**src/emf_pkg.sv**
```systemverilog
// Purpose: Shared constants and carriers for the executive map selector
// Assumes: 18-bit virtual addresses, 512-word pages, 20-bit absolute words
// Notes:   Octal figures of the map are kept here as sized hex constants
package emf_pkg;
   // ----------------------------------------------------------------
   // Register map
   // ----------------------------------------------------------------
   localparam logic [3:0] REG_CTRL = 4'h0;
   localparam logic [3:0] REG_MBR = 4'h1;
   localparam logic [3:0] REG_ACB = 4'h2;
   localparam logic [3:0] REG_STAT = 4'h3;
   localparam int CTRL_UPPER_BIT = 0;
   localparam int CTRL_RESIDENT_BIT = 1;
   localparam int CTRL_SECOND_BIT = 2;
   localparam logic [2:0] CTRL_RESET = 3'h0;
   localparam logic [10:0] MBR_RESET = 11'h000;
   localparam logic [4:0] ACB_RESET = 5'h00;
   // ----------------------------------------------------------------
   // Address map
   // ----------------------------------------------------------------
   localparam logic [8:0] PAGE_CPU_START = 9'h040;
   localparam logic [8:0] PAGE_SWAP_START = 9'h080;
   localparam logic [8:0] PAGE_PROC_START = 9'h180;
   localparam logic [19:0] TBL_RESIDENT = 20'h0_0600;
   localparam logic [19:0] TBL_CPU_FIRST = 20'h0_0640;
   localparam logic [19:0] TBL_CPU_SECOND = 20'h0_07C0;
   localparam logic [19:0] TBL_SWAP = 20'h0_0680;
   localparam logic [8:0] PSB_MAP_OFFSET = 9'h180;
   localparam logic [8:0] SAVED_ACC_PAGE = 9'h1FD;
   localparam logic [17:0] LOW_FORCED_LIMIT = 18'h0_0010;
   localparam logic [17:0] SYSCALL_EA_LIMIT = 18'h0_0200;
   localparam logic [3:0] XCT_ALL_CLASSES = 4'hF;
   localparam int PC_FLAG_CALLED_BIT = 7;
   // ----------------------------------------------------------------
   // Regions and reference classes
   // ----------------------------------------------------------------
   localparam logic [1:0] RGN_RESIDENT = 2'h0;
   localparam logic [1:0] RGN_CPU = 2'h1;
   localparam logic [1:0] RGN_SWAP = 2'h2;
   localparam logic [1:0] RGN_PROCESS = 2'h3;
   localparam logic [1:0] CLS_EADDR = 2'h0;
   localparam logic [1:0] CLS_READ = 2'h1;
   localparam logic [1:0] CLS_WRITE = 2'h2;
   localparam logic [1:0] CLS_POINTER = 2'h3;

   typedef struct packed {
      logic exec_mode;
      logic user_move;
      logic acc_ref;
      logic xct_fetch;
      logic [1:0] ref_class;
      logic [3:0] xct_field;
      logic [17:0] vaddr;
   } emf_req_type;

   typedef struct packed {
      logic user_space;
      logic mapped;
      logic saved_acc;
      logic [1:0] region;
      logic [17:0] vaddr;
      logic [19:0] table_addr;
   } emf_res_type;

   function automatic logic [1:0] region_of(input logic [8:0] page);
      if (page < PAGE_CPU_START) return RGN_RESIDENT;
      if (page < PAGE_SWAP_START) return RGN_CPU;
      if (page < PAGE_PROC_START) return RGN_SWAP;
      return RGN_PROCESS;
   endfunction : region_of
endpackage : emf_pkg

```
**src/emf_call_flag.sv**
```systemverilog
// Purpose: Called-from-executive program-counter flag
// Assumes: All strobes are one-cycle pulses on MCLK
// Notes:   A setting call outranks a clear or a restore in the same cycle
`timescale 1ns/10ps
module emf_call_flag (
   // Clock and reset
   input wire logic clk,
   input wire logic rst_b,
   // Machine events
   input wire logic machine_start_reset,
   input wire logic syscall_stb,
   input wire logic syscall_exec,
   input wire logic [17:0] syscall_ea,
   // Flag save and restore
   input wire logic restore_stb,
   input wire logic restore_bit,
   output logic flag
);
   logic set_hit;
   logic flag_q;

   assign set_hit = syscall_stb && syscall_exec &&
                    (syscall_ea < emf_pkg::SYSCALL_EA_LIMIT);
   assign flag = flag_q;

   // ----------------------------------------------------------------
   // Flag register
   // ----------------------------------------------------------------
   always_ff @(posedge clk or negedge rst_b) begin
      if (!rst_b) begin
         flag_q <= 1'b0;
      end else if (set_hit) begin
         flag_q <= 1'b1;
      end else if (machine_start_reset) begin
         flag_q <= 1'b0;
      end else if (restore_stb) begin
         flag_q <= restore_bit;
      end
   end
endmodule : emf_call_flag

```
**src/emf_region_table.sv**
```systemverilog
// Purpose: Executive region decode and self-load table address
// Assumes: Combinational; caller registers the result
// Notes:   User-space references do not use this table
`timescale 1ns/10ps
module emf_region_table (
   // Page to resolve
   input wire logic [8:0] page,
   // Map configuration
   input wire logic second_cpu,
   input wire logic resident_en,
   input wire logic upper_en,
   input wire logic [10:0] mbr,
   // Result
   output logic [1:0] region,
   output logic mapped,
   output logic [19:0] table_addr
);
   logic [8:0] rel;

   always_comb begin
      region = emf_pkg::region_of(page);
      rel = 9'h000;
      mapped = 1'b0;
      table_addr = 20'h0_0000;
      case (region)
         emf_pkg::RGN_RESIDENT: begin
            mapped = resident_en;
            table_addr = emf_pkg::TBL_RESIDENT + {11'h000, page};
         end
         emf_pkg::RGN_CPU: begin
            mapped = upper_en;
            rel = page - emf_pkg::PAGE_CPU_START;
            table_addr = (second_cpu ? emf_pkg::TBL_CPU_SECOND :
                          emf_pkg::TBL_CPU_FIRST) + {11'h000, rel};
         end
         emf_pkg::RGN_SWAP: begin
            mapped = upper_en;
            rel = page - emf_pkg::PAGE_SWAP_START;
            table_addr = emf_pkg::TBL_SWAP + {11'h000, rel};
         end
         default: begin
            mapped = upper_en;
            rel = page - emf_pkg::PAGE_PROC_START;
            table_addr = {mbr, emf_pkg::PSB_MAP_OFFSET + rel};
         end
      endcase
   end
endmodule : emf_region_table

```
**src/emf_exec_map.sv**
```systemverilog
// Purpose: Address-space selection for executive and forced user refs
// Assumes: Processor supplies mode, class and forcing per request
// Notes:   Result stands one cycle after the request strobe
`timescale 1ns/10ps
module emf_exec_map (
   // Clock and reset
   input wire logic MCLK,
   input wire logic RST_B,
   // Register port
   input wire logic [3:0] REG_ADDR,
   input wire logic [15:0] REG_WDATA,
   input wire logic REG_WR,
   input wire logic REG_RD,
   output logic [15:0] REG_RDATA,
   // Processor request
   input wire logic REQ_VALID,
   input wire emf_pkg::emf_req_type REQ,
   // Processor events
   input wire logic MACHINE_START_RESET,
   input wire logic EXEC_SYSCALL_STB,
   input wire logic EXEC_SYSCALL_EXEC,
   input wire logic [17:0] EXEC_SYSCALL_EA,
   input wire logic PC_FLAG_RESTORE,
   input wire logic [12:0] PC_FLAGS_IN,
   output logic CALLED_FROM_EXECUTIVE_FLAG,
   // Mapping result
   output logic RES_VALID,
   output emf_pkg::emf_res_type RES
);
   // ----------------------------------------------------------------
   // Declarations
   // ----------------------------------------------------------------
   logic [2:0] ctrl_q;
   logic [10:0] mbr_q;
   logic [4:0] acb_q;
   logic [15:0] rdata_q;
   logic [15:0] rdata_d;
   logic res_valid_q;
   emf_pkg::emf_res_type res_q;
   emf_pkg::emf_res_type res_d;
   logic called;
   logic forced;
   logic low_ref;
   logic [17:0] eff_vaddr;
   logic [1:0] rgn;
   logic rgn_mapped;
   logic [19:0] rgn_table;

   // ----------------------------------------------------------------
   // Register writes
   // ----------------------------------------------------------------
   always_ff @(posedge MCLK or negedge RST_B) begin
      if (!RST_B) begin
         ctrl_q <= emf_pkg::CTRL_RESET;
      end else if (REG_WR && REG_ADDR == emf_pkg::REG_CTRL) begin
         ctrl_q <= REG_WDATA[2:0];
      end
   end

   always_ff @(posedge MCLK or negedge RST_B) begin
      if (!RST_B) begin
         mbr_q <= emf_pkg::MBR_RESET;
      end else if (REG_WR && REG_ADDR == emf_pkg::REG_MBR) begin
         mbr_q <= REG_WDATA[10:0];
      end
   end

   always_ff @(posedge MCLK or negedge RST_B) begin
      if (!RST_B) begin
         acb_q <= emf_pkg::ACB_RESET;
      end else if (REG_WR && REG_ADDR == emf_pkg::REG_ACB) begin
         acb_q <= REG_WDATA[4:0];
      end
   end

   // ----------------------------------------------------------------
   // Register reads
   // ----------------------------------------------------------------
   always_comb begin
      rdata_d = 16'h0000;
      if (REG_RD) begin
         case (REG_ADDR)
            emf_pkg::REG_CTRL: rdata_d = {13'h0000, ctrl_q};
            emf_pkg::REG_MBR: rdata_d = {5'h00, mbr_q};
            emf_pkg::REG_ACB: rdata_d = {11'h000, acb_q};
            emf_pkg::REG_STAT: begin
               rdata_d = {10'h000, res_q.user_space, res_q.saved_acc,
                          res_q.mapped, res_q.region, called};
            end
            default: rdata_d = 16'h0000;
         endcase
      end
   end

   always_ff @(posedge MCLK or negedge RST_B) begin
      if (!RST_B) begin
         rdata_q <= 16'h0000;
      end else begin
         rdata_q <= rdata_d;
      end
   end

   assign REG_RDATA = rdata_q;

   // ----------------------------------------------------------------
   // Called-from-executive flag
   // ----------------------------------------------------------------
   emf_call_flag u_flag (
      .clk(MCLK),
      .rst_b(RST_B),
      .machine_start_reset(MACHINE_START_RESET),
      .syscall_stb(EXEC_SYSCALL_STB),
      .syscall_exec(EXEC_SYSCALL_EXEC),
      .syscall_ea(EXEC_SYSCALL_EA),
      .restore_stb(PC_FLAG_RESTORE),
      .restore_bit(PC_FLAGS_IN[emf_pkg::PC_FLAG_CALLED_BIT]),
      .flag(called)
   );

   assign CALLED_FROM_EXECUTIVE_FLAG = called;

   // ----------------------------------------------------------------
   // Forcing decision
   // ----------------------------------------------------------------
   always_comb begin
      forced = 1'b0;
      if (!REQ.acc_ref && !REQ.xct_fetch) begin
         if (REQ.user_move) begin
            forced = emf_pkg::XCT_ALL_CLASSES[REQ.ref_class];
         end else begin
            forced = REQ.xct_field[REQ.ref_class];
         end
      end
   end

   assign low_ref = REQ.vaddr < emf_pkg::LOW_FORCED_LIMIT;

   // ----------------------------------------------------------------
   // Space selection
   // ----------------------------------------------------------------
   assign eff_vaddr = (REQ.exec_mode && forced && low_ref) ?
                      {emf_pkg::SAVED_ACC_PAGE, acb_q, REQ.vaddr[3:0]} :
                      REQ.vaddr;

   always_comb begin
      res_d = '0;
      if (!REQ.exec_mode) begin
         res_d.user_space = 1'b1;
      end else if (forced && low_ref) begin
         res_d.saved_acc = 1'b1;
      end else if (forced && !called) begin
         res_d.user_space = 1'b1;
      end else begin
         res_d.user_space = 1'b0;
      end
      res_d.vaddr = eff_vaddr;
      res_d.region = res_d.user_space ? emf_pkg::RGN_RESIDENT : rgn;
      res_d.mapped = res_d.user_space ? ctrl_q[emf_pkg::CTRL_UPPER_BIT] :
                     rgn_mapped;
      res_d.table_addr = res_d.user_space ? 20'h0_0000 : rgn_table;
   end

   emf_region_table u_table (
      .page(eff_vaddr[17:9]),
      .second_cpu(ctrl_q[emf_pkg::CTRL_SECOND_BIT]),
      .resident_en(ctrl_q[emf_pkg::CTRL_RESIDENT_BIT]),
      .upper_en(ctrl_q[emf_pkg::CTRL_UPPER_BIT]),
      .mbr(mbr_q),
      .region(rgn),
      .mapped(rgn_mapped),
      .table_addr(rgn_table)
   );

   // ----------------------------------------------------------------
   // Result registers
   // ----------------------------------------------------------------
   always_ff @(posedge MCLK or negedge RST_B) begin
      if (!RST_B) begin
         res_valid_q <= 1'b0;
      end else begin
         res_valid_q <= REQ_VALID;
      end
   end

   always_ff @(posedge MCLK or negedge RST_B) begin
      if (!RST_B) begin
         res_q <= '0;
      end else if (REQ_VALID) begin
         res_q <= res_d;
      end
   end

   assign RES_VALID = res_valid_q;
   assign RES = res_q;

   // ----------------------------------------------------------------
   // Checks
   // ----------------------------------------------------------------
   region_split_a: assert property (
      @(posedge MCLK) disable iff (!RST_B)
      RES_VALID && !RES.user_space |->
         RES.region == emf_pkg::region_of(RES.vaddr[17:9]))
      else $error("Executive region does not match address");

   fixed_swap_a: assert property (
      @(posedge MCLK) disable iff (!RST_B)
      RES_VALID && !RES.user_space && RES.region == emf_pkg::RGN_SWAP
         |-> RES.table_addr == emf_pkg::TBL_SWAP +
             {11'h000, RES.vaddr[17:9] - emf_pkg::PAGE_SWAP_START})
      else $error("Swappable table address wrong");

   resident_gate_a: assert property (
      @(posedge MCLK) disable iff (!RST_B)
      REQ_VALID && REQ.exec_mode && !forced &&
         REQ.vaddr[17:9] < emf_pkg::PAGE_CPU_START &&
         !ctrl_q[emf_pkg::CTRL_RESIDENT_BIT]
         |=> RES_VALID && !RES.mapped)
      else $error("Resident region mapped while disabled");

   process_block_a: assert property (
      @(posedge MCLK) disable iff (!RST_B)
      RES_VALID && !RES.user_space && RES.region == emf_pkg::RGN_PROCESS
         |-> RES.table_addr[19:9] == $past(mbr_q) &&
             RES.table_addr[8:7] == 2'h3)
      else $error("Process table outside top of block");

   user_move_a: assert property (
      @(posedge MCLK) disable iff (!RST_B)
      REQ_VALID && REQ.exec_mode && REQ.user_move && !REQ.acc_ref &&
         !REQ.xct_fetch && !low_ref && !called
         |=> RES.user_space && !RES.saved_acc)
      else $error("User move did not use user map");

   acc_ref_a: assert property (
      @(posedge MCLK) disable iff (!RST_B)
      REQ_VALID && REQ.exec_mode && REQ.acc_ref
         |=> !RES.user_space && RES.vaddr == $past(REQ.vaddr))
      else $error("Accumulator reference was remapped");

   xct_fetch_a: assert property (
      @(posedge MCLK) disable iff (!RST_B)
      REQ_VALID && REQ.exec_mode && REQ.xct_fetch
         |=> !RES.user_space && !RES.saved_acc)
      else $error("Executed instruction fetched from user");

   called_set_a: assert property (
      @(posedge MCLK) disable iff (!RST_B)
      EXEC_SYSCALL_STB && EXEC_SYSCALL_EXEC &&
         EXEC_SYSCALL_EA < emf_pkg::SYSCALL_EA_LIMIT
         |=> CALLED_FROM_EXECUTIVE_FLAG)
      else $error("Executive call did not set flag");

   called_clear_a: assert property (
      @(posedge MCLK) disable iff (!RST_B)
      MACHINE_START_RESET && !EXEC_SYSCALL_STB
         |=> !CALLED_FROM_EXECUTIVE_FLAG)
      else $error("Start reset left flag set");

   called_redirect_a: assert property (
      @(posedge MCLK) disable iff (!RST_B)
      REQ_VALID && REQ.exec_mode && forced && !low_ref && called
         |=> !RES.user_space && RES.vaddr == $past(REQ.vaddr))
      else $error("Called flag failed to redirect");

   saved_acc_a: assert property (
      @(posedge MCLK) disable iff (!RST_B)
      REQ_VALID && REQ.exec_mode && forced && low_ref
         |=> RES.saved_acc && !RES.user_space &&
             RES.vaddr[17:9] == emf_pkg::SAVED_ACC_PAGE &&
             RES.vaddr[8:4] == $past(acb_q) &&
             RES.vaddr[3:0] == $past(REQ.vaddr[3:0]))
      else $error("Saved accumulator address wrong");

   shadow_user_a: assert property (
      @(posedge MCLK) disable iff (!RST_B)
      REQ_VALID && !REQ.exec_mode
         |=> RES.user_space && !RES.saved_acc &&
             RES.vaddr == $past(REQ.vaddr))
      else $error("User mode reference was redirected");

   read_once_a: assert property (
      @(posedge MCLK) disable iff (!RST_B)
      !REG_RD |=> REG_RDATA == 16'h0000)
      else $error("Read data outside the answer cycle");

   fixed_cpu_a: assert property (
      @(posedge MCLK) disable iff (!RST_B)
      RES_VALID && !RES.user_space && RES.region == emf_pkg::RGN_CPU
         |-> RES.table_addr == {11'h000, RES.vaddr[17:9] -
             emf_pkg::PAGE_CPU_START} +
             ($past(ctrl_q[emf_pkg::CTRL_SECOND_BIT]) ?
              emf_pkg::TBL_CPU_SECOND : emf_pkg::TBL_CPU_FIRST))
      else $error("Processor table address wrong");

   resident_table_a: assert property (
      @(posedge MCLK) disable iff (!RST_B)
      RES_VALID && !RES.user_space && RES.region == emf_pkg::RGN_RESIDENT
         |-> RES.mapped == $past(ctrl_q[emf_pkg::CTRL_RESIDENT_BIT]))
      else $error("Resident mapping ignores its enable");

   field_force_a: assert property (
      @(posedge MCLK) disable iff (!RST_B)
      REQ_VALID && REQ.exec_mode && !REQ.acc_ref && !REQ.xct_fetch &&
         REQ.xct_field[REQ.ref_class] && !low_ref && !called
         |=> RES.user_space)
      else $error("Execute field did not force user map");

   low_flag_a: assert property (
      @(posedge MCLK) disable iff (!RST_B)
      REQ_VALID && REQ.exec_mode && forced && low_ref && called
         |=> RES.saved_acc)
      else $error("Called flag diverted saved accumulator");

   called_restore_a: assert property (
      @(posedge MCLK) disable iff (!RST_B)
      PC_FLAG_RESTORE && !EXEC_SYSCALL_STB && !MACHINE_START_RESET
         |=> CALLED_FROM_EXECUTIVE_FLAG ==
             $past(PC_FLAGS_IN[emf_pkg::PC_FLAG_CALLED_BIT]))
      else $error("Flag restore lost bit seven");

   process_map_a: assert property (
      @(posedge MCLK) disable iff (!RST_B)
      RES_VALID && !RES.user_space && RES.region == emf_pkg::RGN_PROCESS
         |-> RES.table_addr[8:0] == RES.vaddr[17:9])
      else $error("Process page entry out of place");
endmodule : emf_exec_map

```
**config.mk**
```make
export PLATFORM = sky130hd
export DESIGN_NAME = emf_exec_map
export DESIGN_NICKNAME = d
export VERILOG_FILES = /design/src/emf_pkg.sv /design/src/emf_call_flag.sv /design/src/emf_region_table.sv /design/src/emf_exec_map.sv
export SDC_FILE = /design/constraint.sdc
export NUM_CORES = 1
export LEC_CHECK = 0
export ABC_AREA = 1
export ABC_CLOCK_PERIOD_IN_PS = 2200
export BUFFER_PORTS_ARGS = -buffer_cell sky130_fd_sc_hd__buf_2
export CAP_MARGIN = 20
export CELL_PAD_IN_SITES_DETAIL_PLACEMENT = 0
export CELL_PAD_IN_SITES_GLOBAL_PLACEMENT = 1
export CORE_MARGIN = 3
export CORE_UTILIZATION = 36
export DETAILED_ROUTE_END_ITERATION = 16
export GPL_TIMING_DRIVEN = 0
export PLACE_DENSITY_LB_ADDON = 0.05
export SLEW_MARGIN = 20
export SYNTH_ARGS = -nofsm -noshare
export SYNTH_HDL_FRONTEND = slang
export SYNTH_SLANG_ARGS = --single-unit
```
**constraint.sdc**
```tcl
create_clock -name MCLK -period 2.2 [get_ports MCLK]
set_input_delay 0.55 -clock MCLK [delete_from_list [all_inputs] [get_ports MCLK]]
set_output_delay 0.55 -clock MCLK [all_outputs]
set_load 0.005 [all_outputs]
```
# Word-level counts from Yosys, hierarchy flattened
# Cells that the tools add are included.
# classes
n_reduce_logical	16
n_eq_ne	5
addsub	7
n_lt_le_gt_ge	6
muxes	35
# ops
cell	n
one-hot mux 20 bit (3 select lines)	1
one-hot mux 11 bit (4 select lines)	1
adder 11 x 9 -> 12 bit (first input constant)	2
adder 20 x 9 -> 20 bit	1
two-way mux 1 bit	20
two-way mux 20 bit	1
< comparator 18 x 10 -> 1 bit (second input constant)	1
< comparator 18 x 5 -> 1 bit (second input constant)	1
two-way mux 18 bit	1
two-way mux 16 bit	1
two-way mux 2 bit	7
logical AND 1 bit	10
adder 9 bit (first input constant)	1
< comparator 9 x 7 -> 1 bit (second input constant)	1
< comparator 9 x 8 -> 1 bit (second input constant)	1
< comparator 9 bit (second input constant)	1
two-way mux 9 bit	1
subtractor 9 x 7 -> 9 bit (second input constant)	1
subtractor 9 x 8 -> 9 bit (second input constant)	1
subtractor 9 bit (second input constant)	1
equality test 4 x 2 -> 1 bit (second input constant)	2
binary-select mux 1 bit (select 2 bit)	2
equality test 4 x 1 -> 1 bit (second input constant)	1
logical NOT 4 bit	1
other kinds (6)	8
# totals
word_cells	81
ff_bits	80
input_bits	88

# Depth between registers and ports, before layout
# Gate-level depths: netlist of the first run.
# depth
word_depth	18
ltp_mapped	17

# Cells and area by module
# A second synthesis of the first run with hierarchy kept.
# hier_totals
hier_cells	481
hier_area_um2	3702.3
# modules_own_cells
module	area_per_inst_um2	cells_per_inst	instances
emf_exec_map	3164.3	380	1
emf_region_table	427.9	78	1
emf_call_flag	110.1	23	1

# Least setup slack after synthesis of the first run
# Ideal clock, no wire load.
# synth_path
kind	in2reg
startpoint	input port REQ[5] (netlist bit)
endpoint	register res_q (netlist bit RES[8])
cell_stages	14
arrival_time_ps	2343
n_path_buf	1
setup_slack_ps	-208
setup_ps	66
cell_sequence	or2_1 -> nor2_1 -> nand3_1 -> inv_2 -> nand2_4 -> buf_6 -> nand2_1 -> nand2_1 -> nand3_1 -> inv_2 -> fa_1 -> o311ai_0 -> nand2_1 -> nand2_1
# synth_between
elab_chain_len	13
elab_cells_between_ends	32
# synth_rtl
item	line	source
from (decl)	emf_exec_map.sv:17	input wire emf_pkg::emf_req_type REQ,
< comparator 18 x 5 -> 1 bit *	emf_exec_map.sv:136	assign low_ref = REQ.vaddr < emf_pkg::LOW_FORCED_LIMIT;
branches (longest 11 deep; another with adder 20 x 9 -> 20 bit)	-	
two-way mux 20 bit *	emf_exec_map.sv:160	res_d.table_addr = res_d.user_space ? 20'h0_0000 : rgn_table;
to (signal assigned)	emf_exec_map.sv:189	res_q <= res_d;
to (decl)	emf_exec_map.sv:39	emf_pkg::emf_res_type res_q;
# Every way passes the cells marked *. The select of a mux whose other input is x is not followed.
# A chain may end at the register's enable or synchronous reset.

# Worst setup path after layout of the first run
# layout_path
startpoint	input port REQ[10] (netlist bit)
endpoint	register res_q (netlist bit RES[8])
# layout_between
elab_chain_len	13
elab_cells_between_ends	32
# layout_rtl
item	line
branches (longest 12 deep; another with adder 20 x 9 -> 20 bit)	-
two-way mux 20 bit *	emf_exec_map.sv:160
# Marked as above.

==> results of run 1 <==
==> routing by layer <==
metal / track usage [%] / vias up / wire length (µm)
met3: 4.06 / 4 / 635
li1: - / 1521 / -
met5: 0 / - / 0
met4: 5.08 / 0 / 61
met2: 31.4 / 92 / 4650
met1: 25.1 / 1448 / 4210
==> worst max-delay path, stage by stage <==
cell      delay, ps
buf_2           110
nor2_2          100
nand2_1          90
nor2_2          170
nand3_2         100
inv_2            80
nand2_4          80
buf_6           130
nand2_2          60
nand2_2          50
nand3_2          70
inv_2            40
fa_1            500
o311ai_2        240
nand2_1          80
nand2_1          70
==> power by group through the flow <==
stage	Clock [µW]	Sequential [µW]	Combinational, µW
global placement	0	1630	495
global route	1090	1630	617
finish	1010	1610	541
detailed placement	0	1640	511
CTS	1030	1610	522
floorplan	0	1620	259
==> layout by cell type, fill, tap and decap left out, types with 2 or more instances in the layout <==
| cell type | Yosys | layout |
|---|---|---|
| a21oi_1 | 12 | 10 |
| a21oi_2 | 0 | 2 |
| a221oi_1 | 3 | 3 |
| buf_2 | 0 | 113 |
| buf_4 | 5 | 16 |
| buf_6 | 1 | 4 |
| clkbuf_1 | 8 | 8 |
| clkbuf_8 | 0 | 9 |
| clkinvlp_4 | 0 | 2 |
| conb_1 | 1 | 5 |
| dfrtp_1 | 75 | 75 |
| inv_1 | 38 | 38 |
| inv_2 | 4 | 4 |
| inv_6 | 0 | 2 |
| inv_8 | 0 | 2 |
| nand2_1 | 113 | 110 |
| nand2_2 | 1 | 4 |
| nand2_4 | 2 | 2 |
| nand3_1 | 13 | 10 |
| nand3_2 | 0 | 3 |
| nor2_1 | 31 | 26 |
| nor2_2 | 3 | 6 |
| nor2_4 | 1 | 3 |
| nor2_8 | 2 | 2 |
| nor3_1 | 2 | 2 |
| o211ai_1 | 2 | 2 |
| o21ai_0 | 38 | 37 |
| o21ai_1 | 6 | 6 |
| o21ai_2 | 8 | 9 |
| o22ai_1 | 2 | 2 |
==> flip-flops by register name, indices dropped and copies added, names as in the netlist <==
name	flops
u_flag.flag	1
REG_RDATA	11
RES_VALID	1
mbr_q	11
ctrl_q	3
acb_q	5
RES	43
==> what timing repair did <==
| action | in CTS | in global routing |
|---|---|---|
| resized for setup | 7 | 17 |
| setup endpoints to repair | 2 | 4 |
| hold buffers | 0 | 0 |
| setup buffers | 8 | 2 |
| pin swaps | 8 | 12 |
==> final timing paths <==
path	end	startpoint	depth (start not counted)	slack, ps
max	RES[8]	REQ[10]	16	-30
min	RES[22]	RST_B	1	90
max reg2reg	RES[8]	ctrl_q[2]	5	580
min reg2reg	RES[22]	RES[22]	2	470
min in group MCLK	u_flag.flag	EXEC_SYSCALL_EA[10]	2	380
max in group asynchronous	acb_q[2]	RST_B	2	1540
==> cell families after synthesis <==
family | count (synthesis)
other cells | 1
mux | 1
flops | 75
compound gates | 77
simple gates | 172
fa+ha+maj | 3
buf+inv | 58
==> layout make-up <==
cell class	instances	area share [%]
repair buffers	128	15.7
clock buffers	9	2.74
multi-input cells	258	30.2
clock inverters	7	1.33
flip-flops and latches	75	41.6
plain buffers	14	1.75
well taps	108	2.99
inverters	44	3.72
==> metrics by stage <==
step	instances	power, µW	TNS (ps)
after detailed placement	617	2150	-1770
after global placement	616	2130	-1720
after CTS	641	3160	-41.2
after floorplan	391	1880	-147
after global routing	643	3340	-130
final	643	3160	-28.6
==> flow_metrics.tcl, run 1 <==
set metrics [dict create \
    status "finished with violations" \
    failed_checks "setup timing" \
    finalWorstSetupSlack_ps -28.6 \
    io_pins 149 \
    whs_ps 86.3 \
    row_count 34 \
    grt_setup_unrepaired "true" \
    fin_crit_ps 2230 \
    synth_fa_ha_area_share_pct 1.33 \
    clock-skew-final_ps 10.2 \
    cts_buffers 9 \
    finalHoldViolCount 0 \
    clock_path_buffers 2 \
    synth_edf_count 0 \
    grt_remaining_overflow 0 \
    firstDrtPassIters 4 \
    synth-seq-cells 75 \
    postRouteAntennaNets 0 \
    avgSynthCellArea_um2 8.75 \
    fillers 899 \
    n_antenna_cell 0 \
    pwr_density_cell_nw_per_um2 700 \
    slew_violations 0 \
    clkPwrFrac_pct 31.9 \
    maxCapViolCount 0 \
    htreeDepth 3 \
    drive_above_1_share_pct 36.1 \
    power_frac_seq_pct 51.0 \
    power_leakage_uw 0.00247 \
    area_growth_pct 33.2 \
    start_kind "input port" \
    synth-seq-area-share_pct 55.4 \
    drtIter0Drc 107 \
    multi_input_area_um2 1360 \
    clkTransAtPathRegs_ps 90 \
    wl_per_cell_um 14.9 \
    grt_max_degree 56 \
    fin_nets 621 \
    crit_fanout 5 \
    cts_tree "yes" \
    grt_usage_pct 18.9 \
    synthTopCellsByCount "nand2_1, dfrtp_1, inv_1, o21ai_0, nor2_1" \
    pre_cts_ws_ps -540 \
    synth_cells 387 \
    comb_power_share_pct 17.1 \
    seq_area_um2 1880 \
    setup_violations 1 \
    synthFlopType "dfrtp_1" \
    synth_top_family_by_area "simple AND/OR/NAND/NOR gates" \
    crit_required_ps 2480 \
    muxShareOfSynthArea_pct 0.332 \
    initial_core_util_pct 37.9 \
    slew_headroom_pct 50.9 \
    netlist_area_um2 3390 \
    clk_latency_ps 340 \
    synth.distinct_cells 38 \
    clock_sinks 75 \
    synthMostInstantiatedCell "nand2_1" \
    die_height_um 103 \
    arrival_ps 2510 \
    grt_pass1_vias 2928 \
    vias_per_cell 4.77 \
    place_hpwl_um 7260 \
    synth_xor_xnor_area_share_pct 0 \
    grt_pass1_wl_um 15100 \
    routed_wl_um 9560 \
    path_class "in2reg" \
    dpl-instance-area_um2 4150 \
    synth_compound_area_share_pct 13.6 \
    cts_root_buf "clkbuf_8" \
    p_sw_uw 978 \
    final_area_um2 4510 \
    fp.coreArea_um2 8930 \
    die_x_um 103 \
    yosys.area_share.simple_pct 21.9 \
    fmax_ghz 0.449 \
    post-route-util_pct 50.5 \
    synth_area_leaders "dfrtp_1, nand2_1, o21ai_0" \
    io_buffers 117 \
    num_vias 3065 \
    synthArstFlopShare_pct 100 \
    peakVddDrop_uv 370 \
    worstHoldPathType "in2async" \
    crit_path_end_kind "flop" \
    p_int_uw 2180 \
    tightest_slew_ps 731 \
    switching_share_pct 31.0 \
    yosys_warnings 0 \
    synth.top_cell.area_share_pct 55.4 \
    min_period_over_period_pct 101 \
    dieArea_um2 10600 \
    antenna_found_initial 0 \
    drcViolationCount 0 \
    yosysTopAreaCell "dfrtp_1" \
    place.gp.congestion 0.871 \
]
Power figures use the tool's default switching activity.
==> run 2, diff against run 1 <==
--- a/config.mk
+++ b/config.mk
@@ -15,7 +15,7 @@
 export CORE_UTILIZATION = 36
 export DETAILED_ROUTE_END_ITERATION = 16
 export GPL_TIMING_DRIVEN = 0
-export PLACE_DENSITY_LB_ADDON = 0.05
+export PLACE_DENSITY_LB_ADDON = 0.1
 export SLEW_MARGIN = 20
 export SYNTH_ARGS = -nofsm -noshare
 export SYNTH_HDL_FRONTEND = slang
==> run 2 against run 1 <==
The run now ends clean. Final area grew 1.1%. Fmax grew 3.0%. First-iteration DRC count shrank 28%. Via count shrank 1.4%. Critical path type unchanged. Largest cell class unchanged.
==> flow_metrics.tcl, run 2 (same netlist as run 1, synthesis figures left out) <==
set metrics [dict create \
    crit_fanout 5 \
    grtUsageMet1_pct 24.9 \
    slew_violations 0 \
    io_buffers 117 \
    grtUsageMet2_pct 29.5 \
    seq_area_um2 1880 \
    finalWorstSetupSlack_ps 37.2 \
    dp_cells 617 \
    crit_path_end_kind "flop" \
    grt_remaining_overflow 0 \
    fin_crit_ps 2160 \
    r2r_start "ctrl_q[2]" \
    antenna_found_initial 0 \
    final_cells 642 \
    power_frac_seq_pct 46.7 \
    p_total_uw 3450 \
    power_leakage_uw 0.00250 \
    row_count 34 \
    clk_latency_ps 350 \
    area_growth_pct 34.8 \
    slew_headroom_pct 50.7 \
    finalHoldViolCount 0 \
    r2r-end "RES[8]" \
    start_kind "input port" \
    fmax_ghz 0.462 \
    status "completed" \
    worstHoldPathType "in2async" \
    switching_share_pct 27.4 \
    clock-skew-final_ps 7.55 \
    vias_per_cell 4.71 \
    hold_buffers 0 \
    grt_max_degree 46 \
    top_usage_layer "met2" \
    die_height_um 103 \
    r2r_slack_ps 680 \
    num_vias 3021 \
    pwr_density_cell_nw_per_um2 757 \
    fillers 884 \
    grt_usage_pct 18.1 \
    tightest_slew_ps 734 \
    reg2reg_depth 5 \
    n_antenna_cell 0 \
    drtIter0Drc 77 \
    post-route-util_pct 51.1 \
    drcViolationCount 0 \
    path_class "in2reg" \
    arrival_ps 2450 \
    clock_sinks 75 \
    p_int_uw 2510 \
    routed_wl_um 9360 \
    comb_power_share_pct 15.3 \
    cts_buffers 9 \
    die_x_um 103 \
    min_period_over_period_pct 98.3 \
    io_pins 149 \
    place_hpwl_um 7040 \
    htreeDepth 3 \
    worstSetupStartpoint "REQ[5]" \
    fp.coreArea_um2 8930 \
    clkTransAtPathRegs_ps 90 \
    multi_input_area_um2 1350 \
    firstDrtPassIters 4 \
    grt_setup_unrepaired "true" \
    postRouteAntennaNets 0 \
    p_sw_uw 945 \
    crit_path_end "RES[8]" \
    cts_root_buf "clkbuf_8" \
    clkPwrFrac_pct 38.0 \
    wl_per_cell_um 14.6 \
    drive_above_1_share_pct 35.6 \
    fin_nets 620 \
    pre_cts_ws_ps -570 \
    place.gp.congestion 0.907 \
    largest_reg_flops 43 \
    peakVddDrop_uv 325 \
    cts_tree "yes" \
    grt_pass1_vias 2941 \
    setup_violations 0 \
    grt_use_met3_pct 2.91 \
    crit_required_ps 2490 \
    clock_path_buffers 2 \
    maxCapViolCount 0 \
    final_cell_mix "nand2_1, buf_2, dfrtp_1, inv_1, o21ai_0" \
    dieArea_um2 10600 \
    grt_pass1_wl_um 14700 \
    initial_core_util_pct 37.9 \
]
-- run 2: cell types whose count changed in the layout (fill, tap and decap cells not counted), moves of 2 or more --
cell / delta
clkinvlp_4: -2
inv_8: -2
bufinv_16: +3
buf_2: -2
buf_6: +2
-- run 2: power groups by stage --
| stage | Clock (µW) | Combinational [µW] | Sequential, µW |
|---|---|---|---|
| detailed placement | 0 | 506 | 1640 |
| global route | 1390 | 605 | 1630 |
| CTS | 1330 | 518 | 1610 |
| global placement | 0 | 494 | 1630 |
| finish | 1310 | 528 | 1610 |
| floorplan | 0 | 259 | 1620 |
-- run 2: critical path, stage by stage --
cell	delay [ps]
buf_6	90
or2_4	240
nor2_4	120
nand3_2	100
inv_2	70
nand2_4	80
buf_6	130
nand2_2	50
nand2_2	50
nand3_2	80
inv_2	40
fa_1	450
o311ai_1	230
nand2_1	90
nand2_1	60
-- run 2: area by class of cell --
cell class | instances | share of cell area (%)
plain buffers | 14 | 1.73
clock buffers | 9 | 2.71
clock inverters | 7 | 2.66
inverters | 44 | 3.67
multi-input cells | 258 | 29.5
flip-flops and latches | 75 | 41.1
well taps | 108 | 2.96
repair buffers | 127 | 15.7
-- run 2: worst min path at each step --
stage	startpoint	endpoint	slack [ps]	cells after the start
2_1_floorplan	RST_B	REG_RDATA[0]	250	0
3_3_place_gp	RES[30]	RES[30]	450	2
3_5_place_dp	RES[20]	RES[20]	460	2
4_1_cts	RST_B	RES[21]	150	1
5_1_grt	RST_B	RES[21]	160	1
6_report	RST_B	RES[21]	130	1
-- run 2: stage by stage --
step                cell area (µm²)  setup TNS, ps  hold slack (ps)
detailed placement             4150          -1780              457
global route                   4560           -142              158
global placement               4120          -1830              452
finish                         4560              0              132
CTS                            4490          -71.5              150
floorplan                      3400           -147              254
-- run 2: what timing repair did --
action	in CTS	in global routing
buffers inserted	7	2
pin swaps	7	14
gates resized for setup	8	15
endpoints found under the setup margin	3	3
-- run 2: layer usage --
| layer | routed length, µm | vias to the layer above |
|---|---|---|
| met1 | 4390 | 1411 |
| met3 | 478 | 11 |
| met5 | 0 | - |
| li1 | - | 1513 |
| met4 | 133 | 0 |
| met2 | 4360 | 86 |
